File: src/design/dummy_unused.sv
`timescale 1ns/1ps

File: src/design/microcore_cfg_pkg.sv
// constants, field layouts and carrier types of the microcore configuration decoder
// assumes one 50 MHz clock and an apb master with 32-bit data
package microcore_cfg_pkg;
  // instruction opcode patterns, matched on the bits above each operand
  localparam logic [13:0] OP_READ_MODE = 14'h0d60; // 0011_0101_1000_00 + mode(2)
  localparam logic [12:0] OP_END_ACT = 13'h06a4; // 0011_0101_0010_0 + mask + switch(2)
  localparam logic [10:0] OP_SET_FLAG = 11'h1a7; // 0011_0100_111 + logic + selector(4)
  localparam logic [14:0] OP_FREEWHEEL = 15'h1ac8; // 0011_0101_1001_000 + mode
  // data ram read modes
  localparam logic [1:0] RD_WORD = 2'h0;
  localparam logic [1:0] RD_LOW = 2'h1;
  localparam logic [1:0] RD_HIGH = 2'h2;
  localparam logic [1:0] RD_SWAP = 2'h3;
  // end of actuation switch operand codes
  localparam logic [1:0] SW_KEEP = 2'h0;
  localparam logic [1:0] SW_BS_ON = 2'h1;
  localparam logic [1:0] SW_NEUTRAL = 2'h2;
  localparam logic [1:0] SW_BS_OFF = 2'h3;
  // pre-driver numbering, high-side 1..5 then low-side 1..7
  localparam logic [3:0] OUT_HS5 = 4'h4;
  localparam logic [3:0] OUT_LS4 = 4'h8;
  localparam logic [3:0] OUT_LS5 = 4'h9;
  localparam logic [3:0] OUT_LS6 = 4'ha;
  localparam logic [3:0] OUT_LS7 = 4'hb;
  localparam logic [3:0] OUT_UNDEF = 4'hc;
  localparam int NUM_HS = 5;
  localparam int NUM_OUT = 12;
  // register indices; byte address is four times the index
  localparam logic [9:0] IDX_ACCESS = 10'h184;
  localparam logic [9:0] IDX_THRESH = 10'h18b;
  localparam logic [9:0] IDX_MODES = 10'h190;
  localparam logic [9:0] IDX_FLAGS = 10'h191;
  // reset values
  localparam logic [1:0] RST_READ_MODE = RD_WORD;
  localparam logic [1:0] RST_BS_CODE = SW_BS_OFF;
  localparam logic RST_FW_AUTO = 1'b0;
  localparam logic [11:0] RST_ACCESS = 12'h000;
  localparam logic [14:0] RST_THRESH = 15'h0000;
  // fields of the mode status word
  localparam int MODES_READ_LSB = 0;
  localparam int MODES_FW_BIT = 2;
  localparam int MODES_MASK_LSB = 3;
  localparam int MODES_BS_LSB = 8;

  typedef struct packed {
    logic psel;
    logic penable;
    logic pwrite;
    logic [11:0] paddr;
    logic [31:0] pwdata;
  } apb_req_t;

  typedef struct packed {
    logic [31:0] prdata;
    logic pready;
    logic pslverr;
  } apb_rsp_t;

  typedef struct packed {
    logic valid;
    logic [15:0] word;
  } instr_t;

  typedef struct packed {
    logic [1:0] readMode;
    logic [4:0] thrMask;
    logic [9:0] bsCode;
    logic [15:0] flags;
    logic fwAuto;
    logic [11:0] access;
    logic [14:0] thrCfg;
    logic ldPend;
    logic [1:0] ldMode;
    logic ldValid;
    logic [15:0] ldData;
    logic [14:0] hsThr;
    logic [3:0] fwOut;
    logic [4:0] bsOff;
    logic [4:0] bsOn;
    apb_rsp_t rsp;
  } core_state_t;
endpackage

File: src/design/microcore_config_instr_decode.sv
// decoder and executor of four microcore configuration instructions
// assumes the sequencer gives one instruction per valid cycle and the
// shortcut logic supplies the first shortcut as a stable index
`timescale 1ns/1ps
// Functional notes
// - word mode returns all sixteen bits
// - low mode: low byte, upper zero
// - high mode: high byte down, upper zero
// - swap mode exchanges the two bytes
// - mode holds for later loads until changed
// - read mode resets to word
// - end-of-actuation only touches permitted high-sides
// - mask forces threshold 000, else config
// - switch: keep, on, neutral, forced off
// - defaults: no mask, bootstrap forced off
// - set-flag writes one bit only
// - selector value n picks flag n
// - freewheel operand: 0 manual, 1 automatic
// - freewheel driver follows first shortcut map
// - first shortcut comes from outside input
// - freewheel change needs drive right
// - freewheel resets to manual
module microcore_config_instr_decode (
  input wire logic sys_clk,
  input wire logic rst_n,
  input microcore_cfg_pkg::apb_req_t apbReq,
  output microcore_cfg_pkg::apb_rsp_t apbRsp,
  input microcore_cfg_pkg::instr_t instr,
  input wire logic [2:0] firstShortcut,
  input wire logic loadReq,
  input wire logic [5:0] loadAddr,
  input wire logic storeReq,
  input wire logic [5:0] storeAddr,
  input wire logic [15:0] storeData,
  output logic loadValid,
  output logic [15:0] loadData,
  output logic [15:0] flags,
  output logic [1:0] readMode,
  output logic fwAuto,
  output logic [3:0] fwOut,
  output logic [14:0] hsThreshold,
  output logic [4:0] bsForceOff,
  output logic [4:0] bsAllowOn
);
  microcore_cfg_pkg::core_state_t st; // registered state
  microcore_cfg_pkg::core_state_t next_st; // next state
  logic [15:0] memData; // raw line from the data ram
  logic wordIdxOk; // apb address is word aligned
  logic [9:0] wordIdx; // register index of the access

  // format a raw data ram line according to the read mode
  function automatic logic [15:0] formatRead(input logic [1:0] mode, input logic [15:0] line);
    logic [15:0] res;
    res = line;
    if (mode == microcore_cfg_pkg::RD_LOW) begin
      res = {8'h00, line[7:0]};
    end else if (mode == microcore_cfg_pkg::RD_HIGH) begin
      res = {8'h00, line[15:8]};
    end else if (mode == microcore_cfg_pkg::RD_SWAP) begin
      res = {line[7:0], line[15:8]};
    end
    return res;
  endfunction

  // threshold selection of every high-side from mask bits and configuration
  function automatic logic [14:0] thresholds(input logic [4:0] mask, input logic [14:0] cfg);
    logic [14:0] res;
    res = cfg;
    for (int i = 0; i < microcore_cfg_pkg::NUM_HS; i++) begin
      if (mask[i]) begin
        res[3*i +: 3] = 3'h0;
      end
    end
    return res;
  endfunction

  // freewheel pre-driver picked by the first shortcut high-side
  function automatic logic [3:0] freewheelOut(input logic [2:0] sc);
    logic [3:0] res;
    case (sc)
      3'h0: res = microcore_cfg_pkg::OUT_LS5;
      3'h1: res = microcore_cfg_pkg::OUT_LS6;
      3'h2: res = microcore_cfg_pkg::OUT_LS7;
      3'h3: res = microcore_cfg_pkg::OUT_HS5;
      3'h4: res = microcore_cfg_pkg::OUT_LS4;
      default: res = microcore_cfg_pkg::OUT_UNDEF;
    endcase
    return res;
  endfunction

  // the data ram itself; loads read it, stores write it
  dram_mem dram (
    .sys_clk(sys_clk),
    .rst_n(rst_n),
    .wrEn(storeReq),
    .wrAddr(storeAddr),
    .wrData(storeData),
    .rdEn(loadReq),
    .rdAddr(loadAddr),
    .rdData(memData)
  );

  assign wordIdx = apbReq.paddr[11:2];
  assign wordIdxOk = (apbReq.paddr[1:0] == 2'h0);

  // next state: instruction execution, load formatting and apb slave
  always_comb begin
    logic [1:0] sw;
    logic [3:0] fwTarget;
    logic apbDone;
    sw = 2'h0;
    fwTarget = 4'h0;
    apbDone = 1'b0;
    next_st = st;
    // load pipeline: mode is captured with the request so a mode change in
    // the same cycle only governs later loads
    next_st.ldPend = loadReq;
    next_st.ldValid = st.ldPend;
    if (loadReq) begin
      next_st.ldMode = st.readMode;
    end
    if (st.ldPend) begin
      next_st.ldData = formatRead(st.ldMode, memData);
    end
    // freewheel target follows the shortcut logic continuously
    fwTarget = freewheelOut(firstShortcut);
    next_st.fwOut = fwTarget;
    if (instr.valid) begin
      if (instr.word[15:2] == microcore_cfg_pkg::OP_READ_MODE) begin
        next_st.readMode = instr.word[1:0];
      end else if (instr.word[15:3] == microcore_cfg_pkg::OP_END_ACT) begin
        sw = instr.word[1:0];
        for (int i = 0; i < microcore_cfg_pkg::NUM_HS; i++) begin
          // only high-sides this core may drive are touched
          if (st.access[i]) begin
            next_st.thrMask[i] = instr.word[2];
            if (sw != microcore_cfg_pkg::SW_KEEP) begin
              next_st.bsCode[2*i +: 2] = sw;
            end
          end
        end
      end else if (instr.word[15:5] == microcore_cfg_pkg::OP_SET_FLAG) begin
        next_st.flags[instr.word[3:0]] = instr.word[4];
      end else if (instr.word[15:1] == microcore_cfg_pkg::OP_FREEWHEEL) begin
        // an unmapped shortcut names no output, so no right can be held
        if (fwTarget != microcore_cfg_pkg::OUT_UNDEF && st.access[fwTarget]) begin
          next_st.fwAuto = instr.word[0];
        end
      end
    end
    // apb: ready one cycle into the access phase, then drop
    next_st.rsp.pready = apbReq.psel && apbReq.penable && !st.rsp.pready;
    apbDone = apbReq.psel && apbReq.penable && st.rsp.pready;
    if (apbReq.psel && apbReq.penable && !st.rsp.pready) begin
      next_st.rsp.pslverr = 1'b0;
      next_st.rsp.prdata = 32'h0000_0000;
      if (!wordIdxOk) begin
        next_st.rsp.pslverr = 1'b1;
      end else if (wordIdx == microcore_cfg_pkg::IDX_ACCESS) begin
        next_st.rsp.prdata = {20'h00000, st.access};
      end else if (wordIdx == microcore_cfg_pkg::IDX_THRESH) begin
        next_st.rsp.prdata = {17'h00000, st.thrCfg};
      end else if (wordIdx == microcore_cfg_pkg::IDX_MODES) begin
        next_st.rsp.prdata[microcore_cfg_pkg::MODES_READ_LSB +: 2] = st.readMode;
        next_st.rsp.prdata[microcore_cfg_pkg::MODES_FW_BIT] = st.fwAuto;
        next_st.rsp.prdata[microcore_cfg_pkg::MODES_MASK_LSB +: 5] = st.thrMask;
        next_st.rsp.prdata[microcore_cfg_pkg::MODES_BS_LSB +: 10] = st.bsCode;
      end else if (wordIdx == microcore_cfg_pkg::IDX_FLAGS) begin
        next_st.rsp.prdata = {16'h0000, st.flags};
      end else begin
        next_st.rsp.pslverr = 1'b1; // unmapped address
      end
    end
    // writes land at the completing edge only; status words are read-only
    if (apbDone && apbReq.pwrite && wordIdxOk) begin
      if (wordIdx == microcore_cfg_pkg::IDX_ACCESS) begin
        next_st.access = apbReq.pwdata[11:0];
      end else if (wordIdx == microcore_cfg_pkg::IDX_THRESH) begin
        next_st.thrCfg = apbReq.pwdata[14:0];
      end
    end
    // derived outputs are computed from next values so they stay in step
    next_st.hsThr = thresholds(next_st.thrMask, next_st.thrCfg);
    for (int i = 0; i < microcore_cfg_pkg::NUM_HS; i++) begin
      next_st.bsOff[i] = next_st.bsCode[2*i +: 2] == microcore_cfg_pkg::SW_BS_OFF;
      next_st.bsOn[i] = next_st.bsCode[2*i +: 2] == microcore_cfg_pkg::SW_BS_ON;
    end
  end

  // state register with documented reset defaults
  always_ff @(posedge sys_clk or negedge rst_n) begin
    if (!rst_n) begin
      st <= '0;
      st.readMode <= microcore_cfg_pkg::RST_READ_MODE;
      st.thrMask <= 5'h00;
      st.bsCode <= {5{microcore_cfg_pkg::RST_BS_CODE}};
      st.bsOff <= 5'h1f;
      st.fwAuto <= microcore_cfg_pkg::RST_FW_AUTO;
      st.access <= microcore_cfg_pkg::RST_ACCESS;
      st.thrCfg <= microcore_cfg_pkg::RST_THRESH;
      st.fwOut <= microcore_cfg_pkg::OUT_LS5;
    end else begin
      st <= next_st;
    end
  end

  // outputs straight from the state flops
  assign apbRsp = st.rsp;
  assign loadValid = st.ldValid;
  assign loadData = st.ldData;
  assign flags = st.flags;
  assign readMode = st.readMode;
  assign fwAuto = st.fwAuto;
  assign fwOut = st.fwOut;
  assign hsThreshold = st.hsThr;
  assign bsForceOff = st.bsOff;
  assign bsAllowOn = st.bsOn;

  // helper: opcode hits
  logic isRead;
  logic isEoa;
  logic isFlag;
  logic isFw;
  assign isRead = instr.valid && instr.word[15:2] == microcore_cfg_pkg::OP_READ_MODE;
  assign isEoa = instr.valid && instr.word[15:3] == microcore_cfg_pkg::OP_END_ACT;
  assign isFlag = instr.valid && instr.word[15:5] == microcore_cfg_pkg::OP_SET_FLAG;
  assign isFw = instr.valid && instr.word[15:1] == microcore_cfg_pkg::OP_FREEWHEEL;

  a_load_word_mode: assert property (@(posedge sys_clk) disable iff (!rst_n)
    (loadReq && readMode == 2'h0) |-> ##2 (loadValid && loadData == $past(memData)))
    else $error("word mode load altered data");
  a_load_low_mode: assert property (@(posedge sys_clk) disable iff (!rst_n)
    (loadReq && readMode == 2'h1) |-> ##2 (loadData == {8'h00, $past(memData[7:0])}))
    else $error("low byte load wrong");
  a_load_high_mode: assert property (@(posedge sys_clk) disable iff (!rst_n)
    (loadReq && readMode == 2'h2) |-> ##2 (loadData == {8'h00, $past(memData[15:8])}))
    else $error("high byte load wrong");
  a_load_swap_mode: assert property (@(posedge sys_clk) disable iff (!rst_n)
    (loadReq && readMode == 2'h3) |-> ##2
      (loadData == {$past(memData[7:0]), $past(memData[15:8])}))
    else $error("swap load wrong");
  a_read_mode_hold: assert property (@(posedge sys_clk) disable iff (!rst_n)
    isRead |=> (readMode == $past(instr.word[1:0])) ##1 (!$changed(readMode) || $past(isRead)))
    else $error("read mode not held");
  a_eoa_permitted: assert property (@(posedge sys_clk) disable iff (!rst_n)
    (isEoa && !st.access[0]) |=> $stable(bsForceOff[0]) && ($stable(hsThreshold[2:0])
      || $past(st.thrCfg[2:0]) != st.thrCfg[2:0]))
    else $error("forbidden high-side changed");
  a_thr_masked: assert property (@(posedge sys_clk) disable iff (!rst_n)
    (isEoa && instr.word[2] && st.access[1]) |=> (hsThreshold[5:3] == 3'h0))
    else $error("masked threshold not zero");
  a_bs_forced_off: assert property (@(posedge sys_clk) disable iff (!rst_n)
    (isEoa && instr.word[1:0] == 2'h3 && st.access[0]) |=> (bsForceOff[0] && !bsAllowOn[0]))
    else $error("bootstrap not forced off");
  a_flag_single: assert property (@(posedge sys_clk) disable iff (!rst_n)
    isFlag |=> (flags[$past(instr.word[3:0])] == $past(instr.word[4])) &&
      ((flags ^ $past(flags)) & ~(16'h0001 << $past(instr.word[3:0]))) == 16'h0000)
    else $error("flag write wrong");
  a_fw_rights: assert property (@(posedge sys_clk) disable iff (!rst_n)
    (isFw && $stable(firstShortcut) && fwOut != 4'hc && !st.access[fwOut]) |=> $stable(fwAuto))
    else $error("freewheel changed without right");
  a_fw_map: assert property (@(posedge sys_clk) disable iff (!rst_n)
    (firstShortcut == 3'h0) |=> (fwOut == 4'h9))
    else $error("freewheel map wrong");
endmodule

File: src/design/dram_mem.sv
// data ram of 64 sixteen-bit lines with a registered read port
// assumes one writer and one reader on the same clock
`timescale 1ns/1ps
module dram_mem (
  input wire logic sys_clk,
  input wire logic rst_n,
  input wire logic wrEn,
  input wire logic [5:0] wrAddr,
  input wire logic [15:0] wrData,
  input wire logic rdEn,
  input wire logic [5:0] rdAddr,
  output logic [15:0] rdData
);
  logic [15:0] lines [64]; // storage, not reset: contents are software's concern

  // write port
  always_ff @(posedge sys_clk) begin
    if (wrEn) begin
      lines[wrAddr] <= wrData;
    end
  end

  // read data come out of a register, one cycle after the request
  always_ff @(posedge sys_clk or negedge rst_n) begin
    if (!rst_n) begin
      rdData <= 16'h0000;
    end else if (rdEn) begin
      rdData <= lines[rdAddr];
    end
  end
endmodule

File: config.mk
export PLATFORM = sky130hd
export DESIGN_NAME = microcore_config_instr_decode
export DESIGN_NICKNAME = d
export VERILOG_FILES = /design/src/design/dummy_unused.sv /design/src/design/microcore_cfg_pkg.sv /design/src/design/microcore_config_instr_decode.sv /design/src/design/dram_mem.sv
export SDC_FILE = /design/constraint.sdc
export NUM_CORES = 1
export LEC_CHECK = 0
export BUFFER_PORTS_ARGS = -buffer_cell sky130_fd_sc_hd__buf_2
export CORE_AREA = 2 2 369 371
export CTS_CLUSTER_DIAMETER = 80
export CTS_CLUSTER_SIZE = 16
export DETAILED_ROUTE_END_ITERATION = 10
export DIE_AREA = 0 0 371 373
export PLACE_DENSITY_LB_ADDON = 0.08
export SYNTH_ARGS = -nofsm -noshare
export SYNTH_HDL_FRONTEND = slang
export SYNTH_SLANG_ARGS = --single-unit
export TNS_END_PERCENT = 100
File: constraint.sdc
create_clock -name sys_clk -period 1.7 [get_ports sys_clk]
set_input_delay 0.255 -clock sys_clk [delete_from_list [all_inputs] [get_ports sys_clk]]
set_output_delay 0.255 -clock sys_clk [all_outputs]
set_load 0.01 [all_outputs]
Word-level counts from Yosys, hierarchy flattened
Memory sizes are Yosys's and may differ from the RTL's. A register that Yosys moved wholly into a read port is not among the register bits.
Index checks and enable logic that the tools add are counted.
{"block": "word_totals", "elab_cells": 120, "latch_bits": 0, "inputBits": 99, "ramBits": 1024, "register_bits": 144, "n_memories": 1, "out_inout_bits": 99, "mem_bits_ro": 0}
{"block": "op_classes", "n_lt_le_gt_ge": 3, "bitwise_logic": 3, "n_shift": 0, "mux": 53, "mul": 0, "div_mod_pow": 0, "reduce_logical": 16, "add_sub_neg": 0, "n_eq_ne": 26}
{"name": "dram.lines", "words": 64, "word_bits": 16, "read_ports": 1, "rd_ports_with_merged_regs": 1, "wr": 1, "line_no": "dram_mem.sv:14", "source": "logic [15:0] lines [64];"}
{"cell": "$mux 32", "n": 5}
{"cell": "$mux 16", "n": 5}
{"cell": "$mux 15", "n": 4}
{"cell": "$eq 10x9->1 const B", "n": 4}
{"cell": "$mux 2", "n": 10}
{"cell": "$pmux 4 s5", "n": 1}
{"cell": "$mux 18", "n": 1}
{"cell": "$mux 1", "n": 17}
{"cell": "$mux 17", "n": 1}
{"cell": "$bwmux 16", "n": 1}
{"cell": "$eq 15x13->1 const B", "n": 1}
{"cell": "$mux 3", "n": 5}
{"cell": "$eq 14x12->1 const B", "n": 1}
{"cell": "$eq 2x2->1 const B", "n": 7}
{"cell": "$mux 14", "n": 1}
{"cell": "$eq 13x11->1 const B", "n": 1}
{"cell": "$eq 2x1->1 const B", "n": 6}
{"cell": "$eq 11x9->1 const B", "n": 1}
{"cell": "$lt 4x5->1 const B", "n": 2}
{"cell": "$logic_and 1x1->1", "n": 7}
{"cell": "$eq 3x2->1 const B", "n": 2}
{"cell": "$reduce_and 6->1", "n": 1}
{"cell": "$bmux 1 s4", "n": 1}
{"cell": "$demux 1 s4", "n": 1}
{"cell": "other kinds (11)", "n": 15}

Logic depth before layout (Yosys ltp)
Gate-level depths: netlist of the first run.
{"block": "depth", "depth_word": 12, "ltp_mapped": 9, "mapped_depth_nobuf": 5}

Hierarchy
Synthesis of the first run repeated with hierarchy kept, for this count alone.
{"block": "unflattened", "hier_cells": 2533, "area_unflattened_um2": 46643.5}
{"module": "dram_mem", "seq_area_each_um2": 31149.9, "instances": 1, "cells_each": 1897, "area_each_um2": 39925.8}
{"module": "microcore_config_instr_decode", "seq_area_each_um2": 3274.4, "instances": 1, "cells_each": 636, "area_each_um2": 6717.7}

Worst setup path after synthesis of the first run
Ideal clock, no wire load.
{"block": "synth_path", "path_kind": "in2reg", "startpoint": "input storeAddr[5]", "endpoint": "memory dram.lines[48][0] (enable)", "required_ns": 1.291, "setup_slack_ns": -0.768, "setup_time_ns": 0.409, "t_arrival_ns": 2.059, "n_path_buf": 1, "cell_stages": 4, "path_cell_list": "clkbuf_1 nand3_1 or3_1 nor3_1"}
{"item": "start: declaration", "line_no": "microcore_config_instr_decode.sv:33", "source": "input wire logic [5:0] storeAddr,"}
{"item": "end: declaration", "line_no": "dram_mem.sv:14"}
No word-level cell before the write port.

==> impl_metrics.env, run 1 <==
export IMPL_routed_via_density=5.122
export IMPL_outcome="complete, but fails checks"
export IMPL_post_dp_hpwl_um=87380
export IMPL_rsz0062_at_grt="true"
export IMPL_overflow=0
export IMPL_synthCells=2625
export IMPL_crit_family="multiplexers"
export IMPL_grt_pass1_vias=25910
export IMPL_cts_root_buf="clkbuf_16"
export IMPL_clockBufferDepth=3
export IMPL_yosys_most_used_dff="edfxtp_1"
export IMPL_wire_per_inst_um=27.76
export IMPL_syn_to_final_growth_pct=21.34
export IMPL_gp_congestion=0.8602
export IMPL_drcViolationCount=0
export IMPL_wl_um=136000
export IMPL_path_clk_slew_ps=70
export IMPL_avgSynthCellArea_um2=17.80
export IMPL_max_slew_margin_rel_pct=37.77
export IMPL_placed_area_um2=53570
export IMPL_core_area_um2=134600
export IMPL_multi_input_area_um2=11770
export IMPL_yosysWarnings=0
export IMPL_design_power_total_mw=56.14
export IMPL_crit_slowest_cell="mux4_2"
export IMPL_finalClockSkew_ps=25.55
export IMPL_required_ps=2260
export IMPL_endpoint_kind="register"
export IMPL_max_stage_delay_ps=480
export IMPL_design_area_um2=56700
export IMPL_fin_ws_ps=-295.1
export IMPL_yosysSeqAreaShare_pct=73.67
export IMPL_synth_edff_count=1024
export IMPL_max_cap_violations=0
export IMPL_grt_pass1_wl_um=193200
export IMPL_worst_pin_slew_ps=933.4
export IMPL_synth_cell_types=57
export IMPL_htreeDepth=3
export IMPL_violations="negative setup slack"
export IMPL_leakagePower_nw=20.08
export IMPL_ant_nets=0
export IMPL_synth_top_area_share_pct=65.81
export IMPL_cts_sinks=1170
export IMPL_async_flop_share_pct=12.48
export IMPL_grt_met2_usage_pct=31.37
export IMPL_fill_cells=11930
export IMPL_antenna_found_initial=8
export IMPL_portBuffers=166
export IMPL_drive_above_1_share_pct=31.95
export IMPL_fmax_ghz=0.5012
export IMPL_cts_tree="built"
export IMPL_cp_cell_sequence="mux4_2 -> mux2i_1 -> buf_4 -> mux2i_4 -> a22oi_2 -> o21ai_1"
export IMPL_p_per_area_nw_per_um2=990.2
export IMPL_path_buf_inv=1
export IMPL_grtUsageMet3_pct=3.075
export IMPL_hp_class="primary input to register"
export IMPL_final_setup_viol_count=16
export IMPL_period_share_pct=117.4
export IMPL_drt_iter0_drc=2144
export IMPL_grtUsageTotal_pct=19.63
export IMPL_grt_max_degree=65
export IMPL_die_w_um=371
export IMPL_cts_buffers=88
export IMPL_synth_area_top_cells="edfxtp_1, mux2i_1, dfrtp_1"
export IMPL_peakVddDrop_v=0.0007943
export IMPL_yosys_area_top_type="edfxtp_1"
export IMPL_cp_max_fo=1
export IMPL_syn_cell_area_um2=46730
export IMPL_grtUsageMet1_pct=27.61
export IMPL_nets=3169
export IMPL_seq_area_um2=34420
export IMPL_grt_busiest_layer="met2"
export IMPL_ys_ff_latch=1170
export IMPL_die_area_um2=138400
export IMPL_arrival_ps=2560
export IMPL_finalSetupTns_ps=-2287
export IMPL_hold_viol_final=0
export IMPL_initial_core_util_pct=34.71
export IMPL_die_y_um=373
export IMPL_min_period_ps=1995
export IMPL_slew_viol_final=0
export IMPL_ios=198
export IMPL_final_util_pct=42.12
export IMPL_path_class="register to register"
export IMPL_start_kind="register"
export IMPL_pre_cts_ws_ps=-1135
export IMPL_rows=135
export IMPL_dr_total_vias=25090
export IMPL_drtPass1Iterations=5
export IMPL_clk_latency_ps=700
## synthesized netlist by cell type (3+ instances only)
master,instances
a222oi_1,3
a22oi_1,73
nand2_1,63
o21ai_0,39
nand3b_1,4
and4_1,18
buf_1,7
edfxtp_1,1024
nand2b_1,5
dfstp_2,17
mux2_2,53
a221oi_1,12
nor2b_1,45
a21oi_1,44
nor2_1,153
nor4_1,20
o21ai_1,20
o221ai_1,12
a21o_1,5
o211ai_1,5
buf_2,55
clkbuf_1,69
nand4_1,3
inv_1,4
buf_4,106
and3_1,7
o22ai_1,48
nand3_1,48
nor3_1,8
mux4_2,128
dfrtp_1,129
nand4b_1,4
mux2i_1,361
## flip-flops by register name, summed over array words and instances (netlist names), 2 cells and up, named ones only
signal	count
dram.lines	1024
st	44
apbRsp	20
dram.rdData	16
loadData	16
hsThreshold	15
bsAllowOn	5
bsForceOff	5
fwOut	4
readMode	2
## worst reg2reg max path: cells and delay by family (launching register included)
kind / cells / cell delay (ps)
multiplexers: 3 / 720
buffers and inverters: 1 / 170
flip-flops: 1 / 370
AO/OA/AOI/OAI: 2 / 610
## where the power goes
group | switching (mW) | internal, mW | total, mW
clock network | 10.0 | 10.1 | 20.1
registers | 0.127 | 31.5 | 31.7
logic | 2.60 | 1.80 | 4.41
## through the flow
| stage | hold slack [ps] | std cells |
|---|---|---|
| detailed placement | 193.2 | 4731 |
| finish | 46.28 | 4899 |
| CTS | 7.683 | 4898 |
| global route | 43.81 | 4899 |
| floorplan | -40.59 | 2638 |
| global placement | 184.0 | 4731 |
## worst paths after layout
check | depth (start not counted) | start | end | slack, ps
max | 6 | dram.lines[31][6] | dram.rdData[6] | -300
min | 4 | apbReq[39] | apbRsp[0] | 50
max reg2reg | 6 | dram.lines[31][6] | dram.rdData[6] | -300
min reg2reg | 2 | apbRsp[14] | apbRsp[14] | 490
max in group asynchronous | 3 | rst_n | bsAllowOn[4] | 500
min in group asynchronous | 2 | rst_n | bsForceOff[1] | 210
## area by class of cell
| type | instances | share of cell area [%] |
|---|---|---|
| Inverter | 4 | 0.02648 |
| Multi-Input combinational cell | 1226 | 20.76 |
| Clock buffer | 121 | 4.308 |
| Antenna cell | 1 | 0.004414 |
| Sequential cell | 1170 | 60.72 |
| Clock inverter | 16 | 0.2472 |
| Tap cell | 1781 | 3.930 |
| Timing Repair Buffer | 580 | 10.01 |
## timing repair
item                       4_1_cts  5_1_grt
buffers inserted                 1        0
hold buffers                    29        0
hold endpoints to repair       197        0
pin swaps                       15        5
resized for setup               45        8
setup endpoints to repair       58       34
## layout by cell type, fill, tap and decap left out, types with 23 or more instances in the layout
cell type         n
edfxtp_1       1024
mux2i_1         348
buf_4           255
buf_2           162
buf_12          130
dfrtp_1         129
mux4_2          128
clkbuf_16        93
nor2_1           90
nand2_1          62
a22oi_1          58
nor2_4           56
mux2_2           53
o22ai_1          48
a21oi_1          44
nor2b_1          43
nand3_1          40
o21ai_0          34
dlygate4sd3_1    28
clkbuf_1         27
o21ai_1          23
## cells by family (layout without fill, tap and decap cells)
family	after synthesis	count (layout)	synth area share [%]
compound gates	266	266	3.685
xor+xnor	1	1	0.01875
fa+ha+maj	1	1	0.02142
buf+inv	242	721	2.959
flops	1170	1170	73.67
mux	542	542	15.18
other cells	1	15	0.008025
simple gates	402	402	4.456
## routing by layer
layer  wire [um]  up-vias
met4        3433        6
met5          36        -
li1            -    11140
met2       64790      666
met1       61030    13140
met3        6714      148
(Power assumes the default switching activity.)
==> run 2, diff against run 1 <==
--- a/config.mk
+++ b/config.mk
@@ -5,12 +5,13 @@
 export SDC_FILE = /design/constraint.sdc
 export NUM_CORES = 1
 export LEC_CHECK = 0
+export ABC_AREA = 1
 export BUFFER_PORTS_ARGS = -buffer_cell sky130_fd_sc_hd__buf_2
-export CORE_AREA = 2 2 369 371
+export CORE_AREA = 2 2 378 380
 export CTS_CLUSTER_DIAMETER = 80
 export CTS_CLUSTER_SIZE = 16
 export DETAILED_ROUTE_END_ITERATION = 10
-export DIE_AREA = 0 0 371 373
+export DIE_AREA = 0 0 380 382
 export PLACE_DENSITY_LB_ADDON = 0.08
 export SYNTH_ARGS = -nofsm -noshare
 export SYNTH_HDL_FRONTEND = slang
==> run 2 against run 1 <==
Net effect:
- the run now ends clean
- synthesized cell count rose by 66%
- sequential share of layout area is 1.7 points lower
- synthesized area up 5.2%
- critical path depth is 4 higher
- clock skew increased by 11 ps
- maximum frequency up 20%
- non-clock buffer count grew 12
- worst setup slack improved by 330 ps
- final area up 3.0%
- largest cell class unchanged
- worst hold slack better by 3.7 ps
- largest power group unchanged
==> impl_metrics.env, run 2 <==
export IMPL_outcome="finished, final reports clean"
export IMPL_grtUsageMet1_pct=31.92
export IMPL_yosysSeqAreaShare_pct=70.04
export IMPL_final_cell_mix="nand2_1, edfxtp_1, nand3_1"
export IMPL_dr_total_vias=33330
export IMPL_max_stage_delay_ps=380
export IMPL_grt_pass1_wl_um=232200
export IMPL_cts_buffers=88
export IMPL_clockBufferDepth=3
export IMPL_drt_iter0_drc=2952
export IMPL_rows=138
export IMPL_antenna_found_initial=4
export IMPL_place_inst=6462
export IMPL_yosysWarnings=0
export IMPL_syn_cell_area_um2=49150
export IMPL_syn_to_final_growth_pct=18.76
export IMPL_regMostFlops="dram.lines"
export IMPL_die_area_um2=145200
export IMPL_max_slew_margin_rel_pct=62.50
export IMPL_path_clk_slew_ps=70
export IMPL_start_kind="register"
export IMPL_ys_ff_latch=1170
export IMPL_synth_top_area_share_pct=62.56
export IMPL_overflow=0
export IMPL_path_class="register to register"
export IMPL_arrival_ps=2250
export IMPL_grtUsageMet3_pct=2.874
export IMPL_design_power_total_mw=57.98
export IMPL_hold_viol_final=0
export IMPL_leakagePower_nw=21.93
export IMPL_final_common_cell="nand2_1"
export IMPL_cts_root_buf="clkbuf_16"
export IMPL_finalClockSkew_ps=36.69
export IMPL_grt_max_degree=65
export IMPL_max_cap_violations=0
export IMPL_grtUsageTotal_pct=21.76
export IMPL_hold_ws_ps=49.95
export IMPL_peakVddDrop_v=0.0006392
export IMPL_crit_family="simple AND/OR/NAND/NOR gates"
export IMPL_rr_endpoint="dram.rdData[13]"
export IMPL_ios=198
export IMPL_synth_cell_types=34
export IMPL_wire_per_inst_um=23.88
export IMPL_reg2reg_slack_ps=40
export IMPL_avgSynthCellArea_um2=11.28
export IMPL_final_util_pct=41.43
export IMPL_hp_class="primary input to async pin"
export IMPL_final_setup_viol_count=0
export IMPL_wl_um=158800
export IMPL_ant_nets=0
export IMPL_p_per_area_nw_per_um2=993.3
export IMPL_grt_met2_usage_pct=34.66
export IMPL_clk_latency_ps=720
export IMPL_portBuffers=166
export IMPL_htreeDepth=3
export IMPL_async_flop_share_pct=12.48
export IMPL_r2r_start="dram.lines[3][13]"
export IMPL_cp_max_fo=1
export IMPL_path_buf_inv=0
export IMPL_fin_ws_ps=37.71
export IMPL_crit_slowest_cell="edfxtp_1"
export IMPL_cp_cell_sequence="nand2_1 -> nand3_1 -> nand3_1 -> nand3_1 -> nand2_2 -> nand2_1 -> nand3_1 -> nand2_1 -> nand2_1 -> nand2_1"
export IMPL_period_share_pct=97.78
export IMPL_final_cells=6649
export IMPL_drive_above_1_share_pct=16.56
export IMPL_nets=4799
export IMPL_synth_edff_count=1024
export IMPL_pre_cts_ws_ps=-626.5
export IMPL_yosysMostFrequentCell="nand2_1"
export IMPL_drcViolationCount=0
export IMPL_endpoint_kind="register"
export IMPL_min_period_ps=1662
export IMPL_routed_via_density=5.013
export IMPL_post_dp_hpwl_um=101400
export IMPL_core_area_um2=140900
export IMPL_synth_area_top_cells="edfxtp_1, nand2_1, nand3_1"
export IMPL_cpMostUsedCell="nand2_1"
export IMPL_die_y_um=382
export IMPL_cts_sinks=1170
export IMPL_die_w_um=380
export IMPL_grt_busiest_layer="met2"
export IMPL_grt_pass1_vias=32830
export IMPL_worst_pin_slew_ps=562.5
export IMPL_gp_congestion=0.8396
export IMPL_slew_viol_final=0
export IMPL_synth_top_cells_by_count="nand2_1, edfxtp_1, nand3_1, buf_2, dfrtp_1"
export IMPL_fmax_ghz=0.6016
export IMPL_rsz0062_at_grt="false"
export IMPL_ff2ff_path_depth=10
export IMPL_cts_tree="built"
export IMPL_yosys_most_used_dff="edfxtp_1"
export IMPL_required_ps=2290
export IMPL_synthCells=4358
export IMPL_initial_core_util_pct=34.89
export IMPL_largest_reg_flops=1024
export IMPL_yosys_area_top_type="edfxtp_1"
export IMPL_drtPass1Iterations=6
-- run 2: cell count changes in the layout (fill, tap and decap cells not counted), moves of 43 or more --
cell and delta:
mux4_2 -128, nand2_1 +1334, a22oi_1 -58, nor2b_1 -43
inv_1 +84, mux2i_1 -348, nand3_1 +959, mux2_2 -53
-- run 2: repair_timing --
item | 4_1_cts | 5_1_grt
setup endpoints to repair | 2 | 6
hold buffers | 38 | 0
endpoints found under the hold margin | 231 | 0
pin swaps | 0 | 0
buffers inserted | 0 | 0
resized for setup | 2 | 7
-- run 2: cell type report --
cell class,count,area (um^2)
clock inverters,21,220.2
multi-input cells,2732,12260
inverters,116,483.0
diodes,1,2.502
repair buffers,592,6155
clock buffers,127,2464
flip-flops and latches,1170,34430
well taps,1890,2365
fillers,13550,82520
-- run 2: per-layer routing --
layer  vias to the layer above  part of all wire (%)  wire length (um)
met5                         -                     0                 0
met4                         0                   1.7              2730
met3                       153                   4.9              7768
met2                       891                    46             72970
met1                     16570                    47             75290
li1                      15720                     -                 -
-- run 2: cell families (layout without fill, tap and decap cells) --
| logic type | after synthesis | count (layout) | synth area share, % |
|---|---|---|---|
| and+or+nand+nor | 2559 | 2559 | 22.38 |
| DFF | 1170 | 1170 | 70.04 |
| buffers and inverters | 469 | 856 | 5.722 |
| AOI/OAI and AO/OA | 159 | 159 | 1.858 |
| other | 1 | 15 | 0.007629 |
-- run 2: metrics by stage --
step	TNS, ps	area, um^2
2_1_floorplan	-229800	49490
3_3_place_gp	-8527	55270
3_5_place_dp	-7578	55270
4_1_cts	0	58350
5_1_grt	0	58370
6_report	0	58370
-- run 2: worst max path at each step --
stage	from	endpoint	slack, ps	cells after the start
3_5_place_dp	loadAddr[0]	dram.rdData[15]	-630	14
2_1_floorplan	storeReq	dram.lines[48][0]	-560	3
5_1_grt	dram.lines[47][15]	dram.rdData[15]	7	10
6_report	dram.lines[3][13]	dram.rdData[13]	40	10
3_3_place_gp	loadAddr[0]	dram.rdData[15]	-650	13
4_1_cts	dram.lines[3][3]	dram.rdData[3]	4	10
-- run 2: worst register-to-register path: stages (launching register included) --
cell and delay [ps]:
edfxtp_1 380, nand2_1 80, nand3_1 70, nand3_1 100
nand3_1 200, nand2_2 190, nand2_1 90, nand3_1 160
nand2_1 130, nand2_1 90, nand2_1 50
-- run 2: power by group --
| part | internal, mW | switching [mW] |
|---|---|---|
| registers | 31.6 | 0.271 |
| logic | 1.73 | 3.49 |
| clock network | 10.6 | 10.3 |
| total | 43.9 | 14.1 |
